==> src/logic/piu_pkg.sv <==
package piu_pkg;
  // ----------------------------------------------------------------
  // register indices
  // ----------------------------------------------------------------
  localparam logic [7:0] PIU_OFF_CTRL = 8'h00; // control word
  localparam logic [7:0] PIU_OFF_STATUS = 8'h01; // status index
  localparam logic [7:0] PIU_OFF_NMICTL = 8'h02; // non-maskable control
  localparam logic [7:0] PIU_OFF_NMIFLG = 8'h03; // non-maskable flag
  localparam logic [7:0] PIU_OFF_EVOUT = 8'h04; // event output enables
  localparam logic [7:0] PIU_OFF_IENCLR = 8'h08; // enable clear
  localparam logic [7:0] PIU_OFF_IENSET = 8'h0c; // enable set
  localparam logic [7:0] PIU_OFF_FLAG = 8'h10; // pin flags
  localparam logic [7:0] PIU_OFF_WAKE = 8'h14; // wake enables
  localparam logic [7:0] PIU_OFF_CFG0 = 8'h18; // config pins 0..7
  localparam logic [7:0] PIU_OFF_CFG1 = 8'h1c; // config pins 8..15
  // ----------------------------------------------------------------
  // byte addresses (offsets all word aligned: index times four)
  // ----------------------------------------------------------------
  localparam logic [7:0] PIU_IDX_SHIFT = 8'h02; // index to byte address
  // ----------------------------------------------------------------
  // field positions
  // ----------------------------------------------------------------
  localparam int PIU_CTL_SOFT_RESET_BIT = 0; // soft reset bit
  localparam int PIU_CTRL_EN = 1; // enable bit
  localparam int PIU_STAT_BUSY = 7; // sync pending bit
  localparam int PIU_FILT_BIT = 3; // filter bit within nibble
  localparam int PIU_CFG_W = 4; // config nibble width
  // ----------------------------------------------------------------
  // sense encodings
  // ----------------------------------------------------------------
  localparam logic [2:0] PIU_SNS_NONE = 3'h0; // no detection
  localparam logic [2:0] PIU_SNS_RISE = 3'h1; // rising edge
  localparam logic [2:0] PIU_SNS_FALL = 3'h2; // falling edge
  localparam logic [2:0] PIU_SNS_BOTH = 3'h3; // both edges
  localparam logic [2:0] PIU_SNS_HIGH = 3'h4; // high level
  localparam logic [2:0] PIU_SNS_LOW = 3'h5; // low level
  // ----------------------------------------------------------------
  // reset values and bus answers
  // ----------------------------------------------------------------
  localparam logic [31:0] PIU_RST_WORD = 32'h0000_0000; // all registers
  localparam logic [1:0] PIU_RESP_OK = 2'h0; // okay
  localparam logic [1:0] PIU_RESP_ERR = 2'h2; // slave error
  localparam int PIU_NPINS = 16; // pin count
  localparam int PIU_SYNC_CYC = 2; // busy cycles per synced write
  // bus write state machine
  typedef enum logic [1:0] {
    PIU_W_IDLE = 2'b00,
    PIU_W_RESP = 2'b01
  } piu_wst_e;
endpackage : piu_pkg

==> src/logic/piu_top.sv <==
// The register offsets and the AXI4-Lite register port were decided locally.
`timescale 1ns/1ps
// Overview of operation
// [RULE1] keeps running while cpu is halted
// [RULE2] guard blocks writes except flags, debugger
// [RULE3] software: bus clock, detect clock, config, enable
// [RULE4] software: nonmask config before detect clock
// [RULE5] enable bit enables and disables unit
// [RULE6] soft reset clears registers, disables unit
// [RULE7] per-pin sense: rise, fall, both, levels
// [RULE8] edge flag resets only on fresh edge
// [RULE9] level flag resets at once if held
// [RULE10] filter only when filter bit is one
// [RULE11] majority of three samples
// [RULE12] level unfiltered needs no detect clock
// [RULE13] edge or filter requests detect clock
// [RULE14] bounded detection latency per mode
// [RULE15] nonmask sense alone enables its detection
// [RULE16] nonmask flag always drives its request
// [RULE17] software: clock for nonmask edge/filter
// [RULE18] set/clear registers gate pin interrupts
// [RULE19] request while flag set and enabled
// [RULE20] one request per pin plus nonmask
// [RULE21] shared channel driven by first pin; none built, each pin drives only its own pin_irq bit
// [RULE22] event enable gates per-pin events
// [RULE23] sixteen pins plus one nonmask pin
// [RULE24] busy set during enable/reset sync
// [RULE25] wake on match when wake bit set
// [RULE26] write one clears flag, zero keeps
module piu_top
  import piu_pkg::*;
#(
  parameter int NPINS = piu_pkg::PIU_NPINS // RULE23
) (
  input wire logic aclk,
  input wire logic aresetn,
  input wire logic clk_en, // freezes all state when low
  input wire logic dbg_access, // write comes from external debugger
  input wire logic guard_lock, // bus write guard active
  input wire logic [NPINS-1:0] ext_irq_pin, // raw pins
  input wire logic nonmask_pin, // raw non-maskable pin
  input wire logic [31:0] s_axi_awaddr,
  input wire logic s_axi_awvalid,
  output logic s_axi_awready,
  input wire logic [31:0] s_axi_wdata,
  input wire logic [3:0] s_axi_wstrb,
  input wire logic s_axi_wvalid,
  output logic s_axi_wready,
  output logic [1:0] s_axi_bresp,
  output logic s_axi_bvalid,
  input wire logic s_axi_bready,
  input wire logic [31:0] s_axi_araddr,
  input wire logic s_axi_arvalid,
  output logic s_axi_arready,
  output logic [31:0] s_axi_rdata,
  output logic [1:0] s_axi_rresp,
  output logic s_axi_rvalid,
  input wire logic s_axi_rready,
  output logic [NPINS-1:0] pin_irq, // one request per pin
  output logic nonmask_irq, // non-maskable request
  output logic [NPINS-1:0] pin_event, // event outputs, one-cycle pulse per edge, held while a level sense matches
  output logic [NPINS-1:0] pin_wake, // wake requests
  output logic detect_clk_req // detection clock request
);
  import piu_pkg::*;
  // ----------------------------------------------------------------
  // registers
  // ----------------------------------------------------------------
  logic enable_ff; // unit enable
  logic [1:0] busy_cnt_ff; // sync pending countdown
  logic [3:0] nmictl_ff; // non-maskable control
  logic nonmask_flag_reg_ff; // non-maskable flag
  logic [NPINS-1:0] evout_ff; // event enables
  logic [NPINS-1:0] ien_ff; // interrupt enables
  logic [NPINS-1:0] flag_ff; // pin flags
  logic [NPINS-1:0] wake_ff; // wake enables
  logic [4*NPINS-1:0] cfg_ff; // per-pin sense and filter
  logic [NPINS:0] s1_ff, s2_ff, s3_ff, s4_ff; // sync and samples
  logic [NPINS:0] prev_ff; // previous detector input
  logic [NPINS:0] det; // per-source detection
  logic [NPINS:0] din; // detector input after filter
  logic [NPINS:0] any_clk; // source needs detection clock
  // bus handshake state
  piu_wst_e wst_ff;
  logic aw_ok_ff, w_ok_ff; // captured address and data
  logic [31:0] awaddr_ff, wdata_ff;
  logic wr_go; // write commits this cycle
  logic soft_rst; // soft reset strobe
  logic [7:0] widx; // decoded write index
  logic wr_err; // unmapped write
  logic [NPINS-1:0] wr_flag_clr; // flag clear mask
  logic wr_nmi_clr; // nonmask clear
  logic guard_blk; // guard blocks this write
  assign wr_go = clk_en && (wst_ff == PIU_W_IDLE) && aw_ok_ff && w_ok_ff;
  // awaddr_ff already holds the register index, not the byte address
  assign widx = awaddr_ff[7:0];
  assign guard_blk = guard_lock && !dbg_access; // RULE2
  assign soft_rst = wr_go && !guard_blk && widx == PIU_OFF_CTRL
    && wdata_ff[PIU_CTL_SOFT_RESET_BIT]; // RULE6
  assign wr_err = !(widx <= PIU_OFF_CFG1 && (widx < 8'h05
    || widx[1:0] == 2'h0));
  // flag registers stay writable under the guard
  assign wr_flag_clr = (wr_go && widx == PIU_OFF_FLAG) ?
    wdata_ff[NPINS-1:0] : '0; // RULE2 RULE26
  assign wr_nmi_clr = wr_go && widx == PIU_OFF_NMIFLG && wdata_ff[0];
  // ----------------------------------------------------------------
  // write channel capture
  // ----------------------------------------------------------------
  always_ff @(posedge aclk) begin
    if (!aresetn) begin
      aw_ok_ff <= 1'b0;
      w_ok_ff <= 1'b0;
      awaddr_ff <= 32'h0000_0000;
      wdata_ff <= 32'h0000_0000;
      s_axi_awready <= 1'b0;
      s_axi_wready <= 1'b0;
      s_axi_bvalid <= 1'b0;
      s_axi_bresp <= PIU_RESP_OK;
      wst_ff <= PIU_W_IDLE;
    end else if (clk_en) begin
      // accept address once, in either order with data
      s_axi_awready <= !aw_ok_ff && !s_axi_awready && s_axi_awvalid
        && wst_ff == PIU_W_IDLE;
      s_axi_wready <= !w_ok_ff && !s_axi_wready && s_axi_wvalid
        && wst_ff == PIU_W_IDLE;
      if (s_axi_awvalid && s_axi_awready) begin
        aw_ok_ff <= 1'b1;
        awaddr_ff <= s_axi_awaddr >> PIU_IDX_SHIFT;
      end
      if (s_axi_wvalid && s_axi_wready) begin
        w_ok_ff <= 1'b1;
        wdata_ff <= s_axi_wdata;
      end
      case (wst_ff)
        PIU_W_IDLE: begin
          if (aw_ok_ff && w_ok_ff) begin
            aw_ok_ff <= 1'b0;
            w_ok_ff <= 1'b0;
            s_axi_bvalid <= 1'b1;
            s_axi_bresp <= wr_err ? PIU_RESP_ERR : PIU_RESP_OK;
            wst_ff <= PIU_W_RESP;
          end
        end
        PIU_W_RESP: begin
          if (s_axi_bready) begin
            s_axi_bvalid <= 1'b0;
            wst_ff <= PIU_W_IDLE;
          end
        end
        default: wst_ff <= PIU_W_IDLE;
      endcase
    end
  end
  // ----------------------------------------------------------------
  // configuration registers, guarded
  // ----------------------------------------------------------------
  always_ff @(posedge aclk) begin
    if (!aresetn || (clk_en && soft_rst)) begin // RULE6
      enable_ff <= 1'b0;
      nmictl_ff <= 4'h0;
      evout_ff <= '0;
      ien_ff <= '0;
      wake_ff <= '0;
      cfg_ff <= '0;
    end else if (clk_en && wr_go && !guard_blk) begin // RULE2
      case (widx)
        PIU_OFF_CTRL: enable_ff <= wdata_ff[PIU_CTRL_EN]; // RULE5
        PIU_OFF_NMICTL: nmictl_ff <= wdata_ff[3:0];
        PIU_OFF_EVOUT: evout_ff <= wdata_ff[NPINS-1:0]; // RULE22
        PIU_OFF_IENSET: ien_ff <= ien_ff | wdata_ff[NPINS-1:0]; // RULE18
        PIU_OFF_IENCLR: ien_ff <= ien_ff & ~wdata_ff[NPINS-1:0]; // RULE18
        PIU_OFF_WAKE: wake_ff <= wdata_ff[NPINS-1:0]; // RULE25
        PIU_OFF_CFG0: cfg_ff[31:0] <= wdata_ff;
        PIU_OFF_CFG1: cfg_ff[63:32] <= wdata_ff;
        default: enable_ff <= enable_ff;
      endcase
    end
  end
  // ----------------------------------------------------------------
  // sync pending status for enable and soft reset writes
  // ----------------------------------------------------------------
  always_ff @(posedge aclk) begin
    if (!aresetn) begin
      busy_cnt_ff <= 2'h0;
    end else if (clk_en) begin
      if (wr_go && !guard_blk && widx == PIU_OFF_CTRL) begin
        busy_cnt_ff <= 2'(PIU_SYNC_CYC); // RULE24
      end else if (busy_cnt_ff != 2'h0) begin
        busy_cnt_ff <= busy_cnt_ff - 2'h1; // RULE24
      end
    end
  end
  // ----------------------------------------------------------------
  // pin synchronisers and filter samples (no debug halt input) RULE1
  // ----------------------------------------------------------------
  always_ff @(posedge aclk) begin
    if (!aresetn) begin
      s1_ff <= '0;
      s2_ff <= '0;
      s3_ff <= '0;
      s4_ff <= '0;
      prev_ff <= '0;
    end else if (clk_en) begin
      s1_ff <= {nonmask_pin, ext_irq_pin}; // RULE14
      s2_ff <= s1_ff; // RULE14
      s3_ff <= s2_ff; // RULE11
      s4_ff <= s3_ff; // RULE11
      prev_ff <= din;
    end
  end
  // ----------------------------------------------------------------
  // per-source detection, index NPINS is the non-maskable pin
  // ----------------------------------------------------------------
  genvar gi;
  generate
    for (gi = 0; gi <= NPINS; gi++) begin : g_det
      logic [2:0] sns; // selected sense
      logic filt; // filter on
      logic maj; // majority of three
      logic on; // detection allowed
      if (gi == NPINS) begin : g_nmi
        assign sns = nmictl_ff[2:0];
        assign filt = nmictl_ff[PIU_FILT_BIT];
        assign on = 1'b1; // RULE15
      end else begin : g_pin
        assign sns = cfg_ff[gi*PIU_CFG_W +: 3]; // RULE7
        assign filt = cfg_ff[gi*PIU_CFG_W + PIU_FILT_BIT];
        assign on = enable_ff;
      end
      assign maj = (s2_ff[gi] & s3_ff[gi]) | (s2_ff[gi] & s4_ff[gi])
        | (s3_ff[gi] & s4_ff[gi]); // RULE11
      assign din[gi] = filt ? maj : s2_ff[gi]; // RULE10
      assign any_clk[gi] = on && (filt || sns == PIU_SNS_RISE
        || sns == PIU_SNS_FALL || sns == PIU_SNS_BOTH); // RULE13
      // sense decode per source, edges against the previous sample
      always_comb begin
        case (sns) // RULE7 RULE8 RULE9 RULE12
          PIU_SNS_RISE: det[gi] = on && din[gi] && !prev_ff[gi];
          PIU_SNS_FALL: det[gi] = on && !din[gi] && prev_ff[gi];
          PIU_SNS_BOTH: det[gi] = on && (din[gi] != prev_ff[gi]);
          PIU_SNS_HIGH: det[gi] = on && din[gi];
          PIU_SNS_LOW: det[gi] = on && !din[gi];
          default: det[gi] = 1'b0;
        endcase
      end
    end
  endgenerate
  // ----------------------------------------------------------------
  // flags: set wins over clear; soft reset clears all
  // ----------------------------------------------------------------
  always_ff @(posedge aclk) begin
    if (!aresetn || (clk_en && soft_rst)) begin
      flag_ff <= '0;
      nonmask_flag_reg_ff <= 1'b0;
    end else if (clk_en) begin
      flag_ff <= (flag_ff & ~wr_flag_clr) | det[NPINS-1:0]; // RULE26 RULE9
      nonmask_flag_reg_ff <= (nonmask_flag_reg_ff & !wr_nmi_clr) | det[NPINS]; // RULE16
    end
  end
  // ----------------------------------------------------------------
  // request, event, wake and clock request outputs
  // ----------------------------------------------------------------
  always_ff @(posedge aclk) begin
    if (!aresetn) begin
      pin_irq <= '0;
      nonmask_irq <= 1'b0;
      pin_event <= '0;
      pin_wake <= '0;
      detect_clk_req <= 1'b0;
    end else if (clk_en) begin
      pin_irq <= flag_ff & ien_ff; // RULE19 RULE20 RULE21
      nonmask_irq <= nonmask_flag_reg_ff; // RULE16
      pin_event <= det[NPINS-1:0] & evout_ff; // RULE22
      pin_wake <= det[NPINS-1:0] & wake_ff; // RULE25
      detect_clk_req <= |any_clk; // RULE13
    end
  end
  // ----------------------------------------------------------------
  // read channel
  // ----------------------------------------------------------------
  logic [31:0] rdat; // read mux
  logic rerr; // unmapped read
  logic [7:0] ridx; // read index
  assign ridx = 8'(s_axi_araddr[9:2]);
  // read mux, unmapped indices answer slave error and read zero
  always_comb begin
    rdat = PIU_RST_WORD;
    rerr = 1'b0;
    case (ridx)
      PIU_OFF_CTRL: rdat[PIU_CTRL_EN] = enable_ff;
      PIU_OFF_STATUS: rdat[PIU_STAT_BUSY] = busy_cnt_ff != 2'h0;
      PIU_OFF_NMICTL: rdat[3:0] = nmictl_ff;
      PIU_OFF_NMIFLG: rdat[0] = nonmask_flag_reg_ff;
      PIU_OFF_EVOUT: rdat[NPINS-1:0] = evout_ff;
      PIU_OFF_IENCLR: rdat[NPINS-1:0] = ien_ff;
      PIU_OFF_IENSET: rdat[NPINS-1:0] = ien_ff;
      PIU_OFF_FLAG: rdat[NPINS-1:0] = flag_ff;
      PIU_OFF_WAKE: rdat[NPINS-1:0] = wake_ff;
      PIU_OFF_CFG0: rdat = cfg_ff[31:0];
      PIU_OFF_CFG1: rdat = cfg_ff[63:32];
      default: rerr = 1'b1;
    endcase
  end
  // read answer registered at the same edge that takes the address
  always_ff @(posedge aclk) begin
    if (!aresetn) begin
      s_axi_arready <= 1'b0;
      s_axi_rvalid <= 1'b0;
      s_axi_rdata <= 32'h0000_0000;
      s_axi_rresp <= PIU_RESP_OK;
    end else if (clk_en) begin
      s_axi_arready <= s_axi_arvalid && !s_axi_arready && !s_axi_rvalid;
      if (s_axi_arvalid && s_axi_arready) begin
        s_axi_rvalid <= 1'b1;
        s_axi_rdata <= rdat;
        s_axi_rresp <= rerr ? PIU_RESP_ERR : PIU_RESP_OK;
      end else if (s_axi_rready) begin
        s_axi_rvalid <= 1'b0;
      end
    end
  end
  // ----------------------------------------------------------------
  // checks
  // ----------------------------------------------------------------
  irq_follows_a: assert property (@(posedge aclk) disable iff (!aresetn)
    clk_en |=> pin_irq == $past(flag_ff & ien_ff)) // RULE19
    else $error("pin request mismatch");
  nmi_drive_a: assert property (@(posedge aclk) disable iff (!aresetn)
    clk_en && nonmask_flag_reg_ff |=> nonmask_irq) // RULE16
    else $error("nonmask request missing");
  swrst_off_a: assert property (@(posedge aclk) disable iff (!aresetn)
    clk_en && soft_rst |=> !enable_ff && ien_ff == '0) // RULE6
    else $error("soft reset left state");
  busy_set_a: assert property (@(posedge aclk) disable iff (!aresetn)
    clk_en && wr_go && !guard_blk && widx == PIU_OFF_CTRL
    |=> busy_cnt_ff != 2'h0 ##[1:4] busy_cnt_ff == 2'h0) // RULE24
    else $error("sync busy wrong");
  guard_hold_a: assert property (@(posedge aclk) disable iff (!aresetn)
    clk_en && wr_go && guard_blk && !soft_rst |=> $stable(ien_ff)) // RULE2
    else $error("guard let write through");
  set_wins_a: assert property (@(posedge aclk) disable iff (!aresetn)
    clk_en && !soft_rst && det[0] |=> flag_ff[0]) // RULE26
    else $error("flag set lost");
  event_gate_a: assert property (@(posedge aclk) disable iff (!aresetn)
    clk_en && !evout_ff[0] |=> !pin_event[0]) // RULE22
    else $error("event not gated");
  level_reset_a: assert property (@(posedge aclk) disable iff (!aresetn)
    clk_en && enable_ff && cfg_ff[14:12] == PIU_SNS_HIGH && din[3]
    && !soft_rst |=> flag_ff[3]) // RULE9
    else $error("level flag not reset");
  // ----------------------------------------------------------------
  // further checks on clears, enables, the detection clock request and the non-maskable path
  // ----------------------------------------------------------------
  flag_clr_a: assert property ( // RULE26
    @(posedge aclk) disable iff (!aresetn)
    clk_en && wr_flag_clr[0] && !det[0] |=> !flag_ff[0])
    else $error("flag clear lost");
  ien_set_a: assert property ( // RULE18
    @(posedge aclk) disable iff (!aresetn)
    clk_en && wr_go && !guard_blk && widx == PIU_OFF_IENSET
    |=> (ien_ff & $past(wdata_ff[NPINS-1:0])) == $past(wdata_ff[NPINS-1:0]))
    else $error("enable set lost");
  clk_req_a: assert property ( // RULE13
    @(posedge aclk) disable iff (!aresetn)
    clk_en && enable_ff && cfg_ff[2:0] == PIU_SNS_RISE |=> detect_clk_req)
    else $error("detect clock not requested");
  nmi_free_a: assert property ( // RULE15
    @(posedge aclk) disable iff (!aresetn)
    clk_en && !soft_rst && !enable_ff && nmictl_ff[2:0] == PIU_SNS_RISE
    && din[NPINS] && !prev_ff[NPINS] |=> nonmask_flag_reg_ff)
    else $error("nonmask edge missed");
  wake_gate_a: assert property ( // RULE25
    @(posedge aclk) disable iff (!aresetn)
    clk_en && !wake_ff[1] |=> !pin_wake[1])
    else $error("wake not gated");
endmodule : piu_top

==> config.mk <==
export PLATFORM = sky130hd
export DESIGN_NAME = piu_top
export DESIGN_NICKNAME = d
export VERILOG_FILES = /design/src/logic/piu_pkg.sv /design/src/logic/piu_top.sv
export SDC_FILE = /design/constraint.sdc
export NUM_CORES = 1
export LEC_CHECK = 0
export BUFFER_PORTS_ARGS = -buffer_cell sky130_fd_sc_hd__buf_2
export CORE_ASPECT_RATIO = 0.5
export CORE_UTILIZATION = 52
export CTS_CLUSTER_SIZE = 14
export DETAILED_ROUTE_END_ITERATION = 8
export GPL_ROUTABILITY_DRIVEN = 0
export PLACE_DENSITY = 0.78
export SETUP_SLACK_MARGIN = 0.05
export SLEW_MARGIN = 20
export SYNTH_ARGS = -nofsm -noshare
export SYNTH_HDL_FRONTEND = slang
export SYNTH_SLANG_ARGS = --single-unit
==> constraint.sdc <==
create_clock -name aclk -period 2.3 [get_ports aclk]
set_clock_uncertainty 0.2 [all_clocks]
set_input_delay 0.46 -clock aclk [delete_from_list [all_inputs] [get_ports aclk]]
set_output_delay 0.46 -clock aclk [all_outputs]
set_load 0.005 [all_outputs]
==> impl_metrics.env <==
export IMPL_antenna_cells=0
export IMPL_first_pass_iters=6
export IMPL_die_y_um=124
export IMPL_areaGrowthSynthToFinish_pct=22.5
export IMPL_synth_top_area_cell="dfxtp_1"
export IMPL_synth_cell_types=59
export IMPL_synth_edff_count=0
export IMPL_drive_gt1_share_pct=17.5
export IMPL_setup_viol=0
export IMPL_fillCellCount=2347
export IMPL_port_buffers=163
export IMPL_crit_end="detect_clk_req"
export IMPL_dieArea_mm2=0.0305
export IMPL_drt_total_wl_um=45300
export IMPL_cp_data_arrival_time_ps=2490
export IMPL_setup_worst_path_start_class="register"
export IMPL_clock_sink_count=352
export IMPL_grt_usage_pct=29.0
export IMPL_placed_area_mm2=0.0173
export IMPL_clk_pin_slew_ps=70
export IMPL_p_per_area_mw_per_mm2=628
export IMPL_synthArstFlopShare_pct=0
export IMPL_r2r_end="detect_clk_req"
export IMPL_finalNonFillerCells=2435
export IMPL_cts_htree_levels=1
export IMPL_synthCells=1791
export IMPL_synth_flop_cell="dfxtp_1"
export IMPL_r2r_start="cfg_ff[25]"
export IMPL_synth_top_area_share_pct=45.5
export IMPL_avgSynthCellArea_um2=8.65
export IMPL_max_slew_worst_pin_slew_ps=825
export IMPL_synth_common_cells="dfxtp_1 (352), nand2_1 (350), mux2i_1 (168), nor2_1 (113), a21oi_1 (98)"
export IMPL_fin_area_mm2=0.0190
export IMPL_status="complete, no violations"
export IMPL_cts_setup_buffers=0
export IMPL_timing_final_ws_setup_ps=92.0
export IMPL_drcViolationCount=0
export IMPL_vias=14000
export IMPL_hold_class="input pin to register"
export IMPL_grt_pass1_wl_um=69400
export IMPL_synth_area_leaders="dfxtp_1 (45%), mux2i_1 (11%), nand2_1 (8.5%), nor2b_1 (3.9%), a21oi_1 (3.2%)"
export IMPL_start_util_pct=53.2
export IMPL_ys_seq_elements=352
export IMPL_hold_viol_final=0
export IMPL_fin_util_pct=65.2
export IMPL_path_class="register to register"
export IMPL_die_w_um=246
export IMPL_post_drt_wl_per_cell_um=18.6
export IMPL_drt_iter0_drc=1372
export IMPL_cp_startpoint="cfg_ff[25]"
export IMPL_ant_nets=0
export IMPL_io_pins=218
export IMPL_crit_fanout=5
export IMPL_max_freq_mhz=453
export IMPL_clock_latency_ps=580
export IMPL_cts_max_path_buffers=3
export IMPL_crit_path_end_kind="register"
export IMPL_rows=44
export IMPL_placed_cells=2326
export IMPL_cts_made_buffers=31
export IMPL_nNetsFinal=2157
export IMPL_period_share_pct=96.0
export IMPL_syn_area_mm2=0.0155
export IMPL_clockRootBuffer="clkbuf_16"
export IMPL_synth_most_common_cell="dfxtp_1"
export IMPL_antenna_found_initial=0
export IMPL_ys_seq_area_share_pct=45.5
export IMPL_slew_headroom_pct=44.8
export IMPL_grt_pass1_vias=12600
export IMPL_ys_warn_count=0
export IMPL_rsz0062_at_grt="true"
export IMPL_cap_violations=0
export IMPL_grt_max_degree=113
export IMPL_ff2ff_path_depth=5
export IMPL_grt_overflow_total=0
export IMPL_irDropWorstVdd_mv=0.517
export IMPL_p_leak_nw=7.68
export IMPL_vias_per_cell=5.74
export IMPL_finalCriticalPeriod_ps=2210
export IMPL_r2r_slack_ps=90
export IMPL_cts_tree="done"
export IMPL_place_hpwl_um=30700
export IMPL_multi_input_area_mm2=0.00806
export IMPL_coreArea_mm2=0.0291
export IMPL_finalMaxSlewViolations=0
export IMPL_required_ps=2580
export IMPL_seq_area_mm2=0.00705
export IMPL_dpl_worst_slack_ps=-101
==> worst min-delay path by stage <==
stage	start	to	slack (ps)	cells after the start
2_1_floorplan	evout_ff[2]	pin_event[2]	240	2
3_3_place_gp	pin_wake[11]	pin_wake[11]	250	1
3_5_place_dp	pin_wake[11]	pin_wake[11]	250	1
4_1_cts	aresetn	detect_clk_req	10	2
5_1_grt	aresetn	detect_clk_req	9	2
6_report	aresetn	detect_clk_req	10	2
==> through the flow <==
| stage | setup TNS [ps] | total power [W] | hold WS, ps |
|---|---|---|---|
| finish | 0 | 0.0119 | 10.1 |
| global route | 0 | 0.0123 | 9.30 |
| CTS | 0 | 0.0119 | 10.1 |
| detailed placement | -459 | 0.00700 | 251 |
| global placement | -61.5 | 0.00698 | 248 |
| floorplan | 0 | 0.00674 | 244 |
==> cells by family after synthesis <==
| logic type | share of synthesized area (%) |
|---|---|
| compound gates | 15.0 |
| xor+xnor | 0.113 |
| fa+ha+maj | 0.242 |
| buf+inv | 3.60 |
| flops | 45.5 |
| mux | 12.2 |
| other cells | 0.0242 |
| simple gates | 23.3 |
==> report_power, final <==
part / internal, W / total (W) / switching, W
clock network: 0.00269 / 0.00497 / 0.00229
logic: 0.000355 / 0.000732 / 0.000378
registers: 0.00616 / 0.00622 / 0.0000607
==> registers in the layout (all words and copies together), names as in the netlist, 2 cells and up, named ones only <==
name and flops:
s4_ff 17, awaddr_ff 8, evout_ff 16, wdata_ff 32, flag_ff 16, wake_ff 16, pin_event 16, prev_ff 17
nmictl_ff 4, pin_irq 16, s2_ff 17, cfg_ff 64, pin_wake 16, s_axi_rdata 32, busy_cnt_ff 2, s1_ff 17
s3_ff 17
==> routing by layer <==
metal,vias up,track usage [%],wire length [µm]
met5,-,0,0
met4,0,10.6,1640
met3,119,8.02,4740
met2,632,43.9,19300
met1,6557,39.5,19700
li1,6671,-,-
==> cell type report <==
class	count	area share (%)
multi-input combinational	1303	42.5
sequential	352	37.1
timing repair buffer	329	12.8
clock buffer	42	4.52
tap	391	2.58
clock inverter	8	0.343
inverter	10	0.198
==> placed cells by master (no fill, tap or decap), types with 18 or more instances in the layout <==
| cell type | n |
|---|---|
| nand3b_1 | 18 |
| clkbuf_16 | 31 |
| dfxtp_1 | 352 |
| o21ai_0 | 64 |
| dlygate4sd3_1 | 59 |
| a21boi_0 | 57 |
| buf_2 | 161 |
| a22o_1 | 26 |
| nor3_1 | 18 |
| a21oi_1 | 98 |
| and2_1 | 20 |
| buf_4 | 90 |
| nand2b_1 | 19 |
| nand2_1 | 350 |
| nor2_1 | 113 |
| nand3_1 | 66 |
| mux2i_1 | 168 |
| nor2b_1 | 97 |
==> critical path, cell delays in order (launching register included) <==
cell and delay, ps:
dfxtp_1 350, nor2_1 160, o22ai_1 130, or4_1 520
or4_4 560, a22o_1 190
==> what timing repair did <==
item | 4_1_cts | 5_1_grt
hold buffers | 59 | 0
endpoints found under the hold margin | 59 | 0
pin swaps | 0 | 0
setup endpoints to repair | 23 | 15
gates cloned | 0 | 0
resized for setup | 12 | 13
Power figures use the tool's default switching activity.
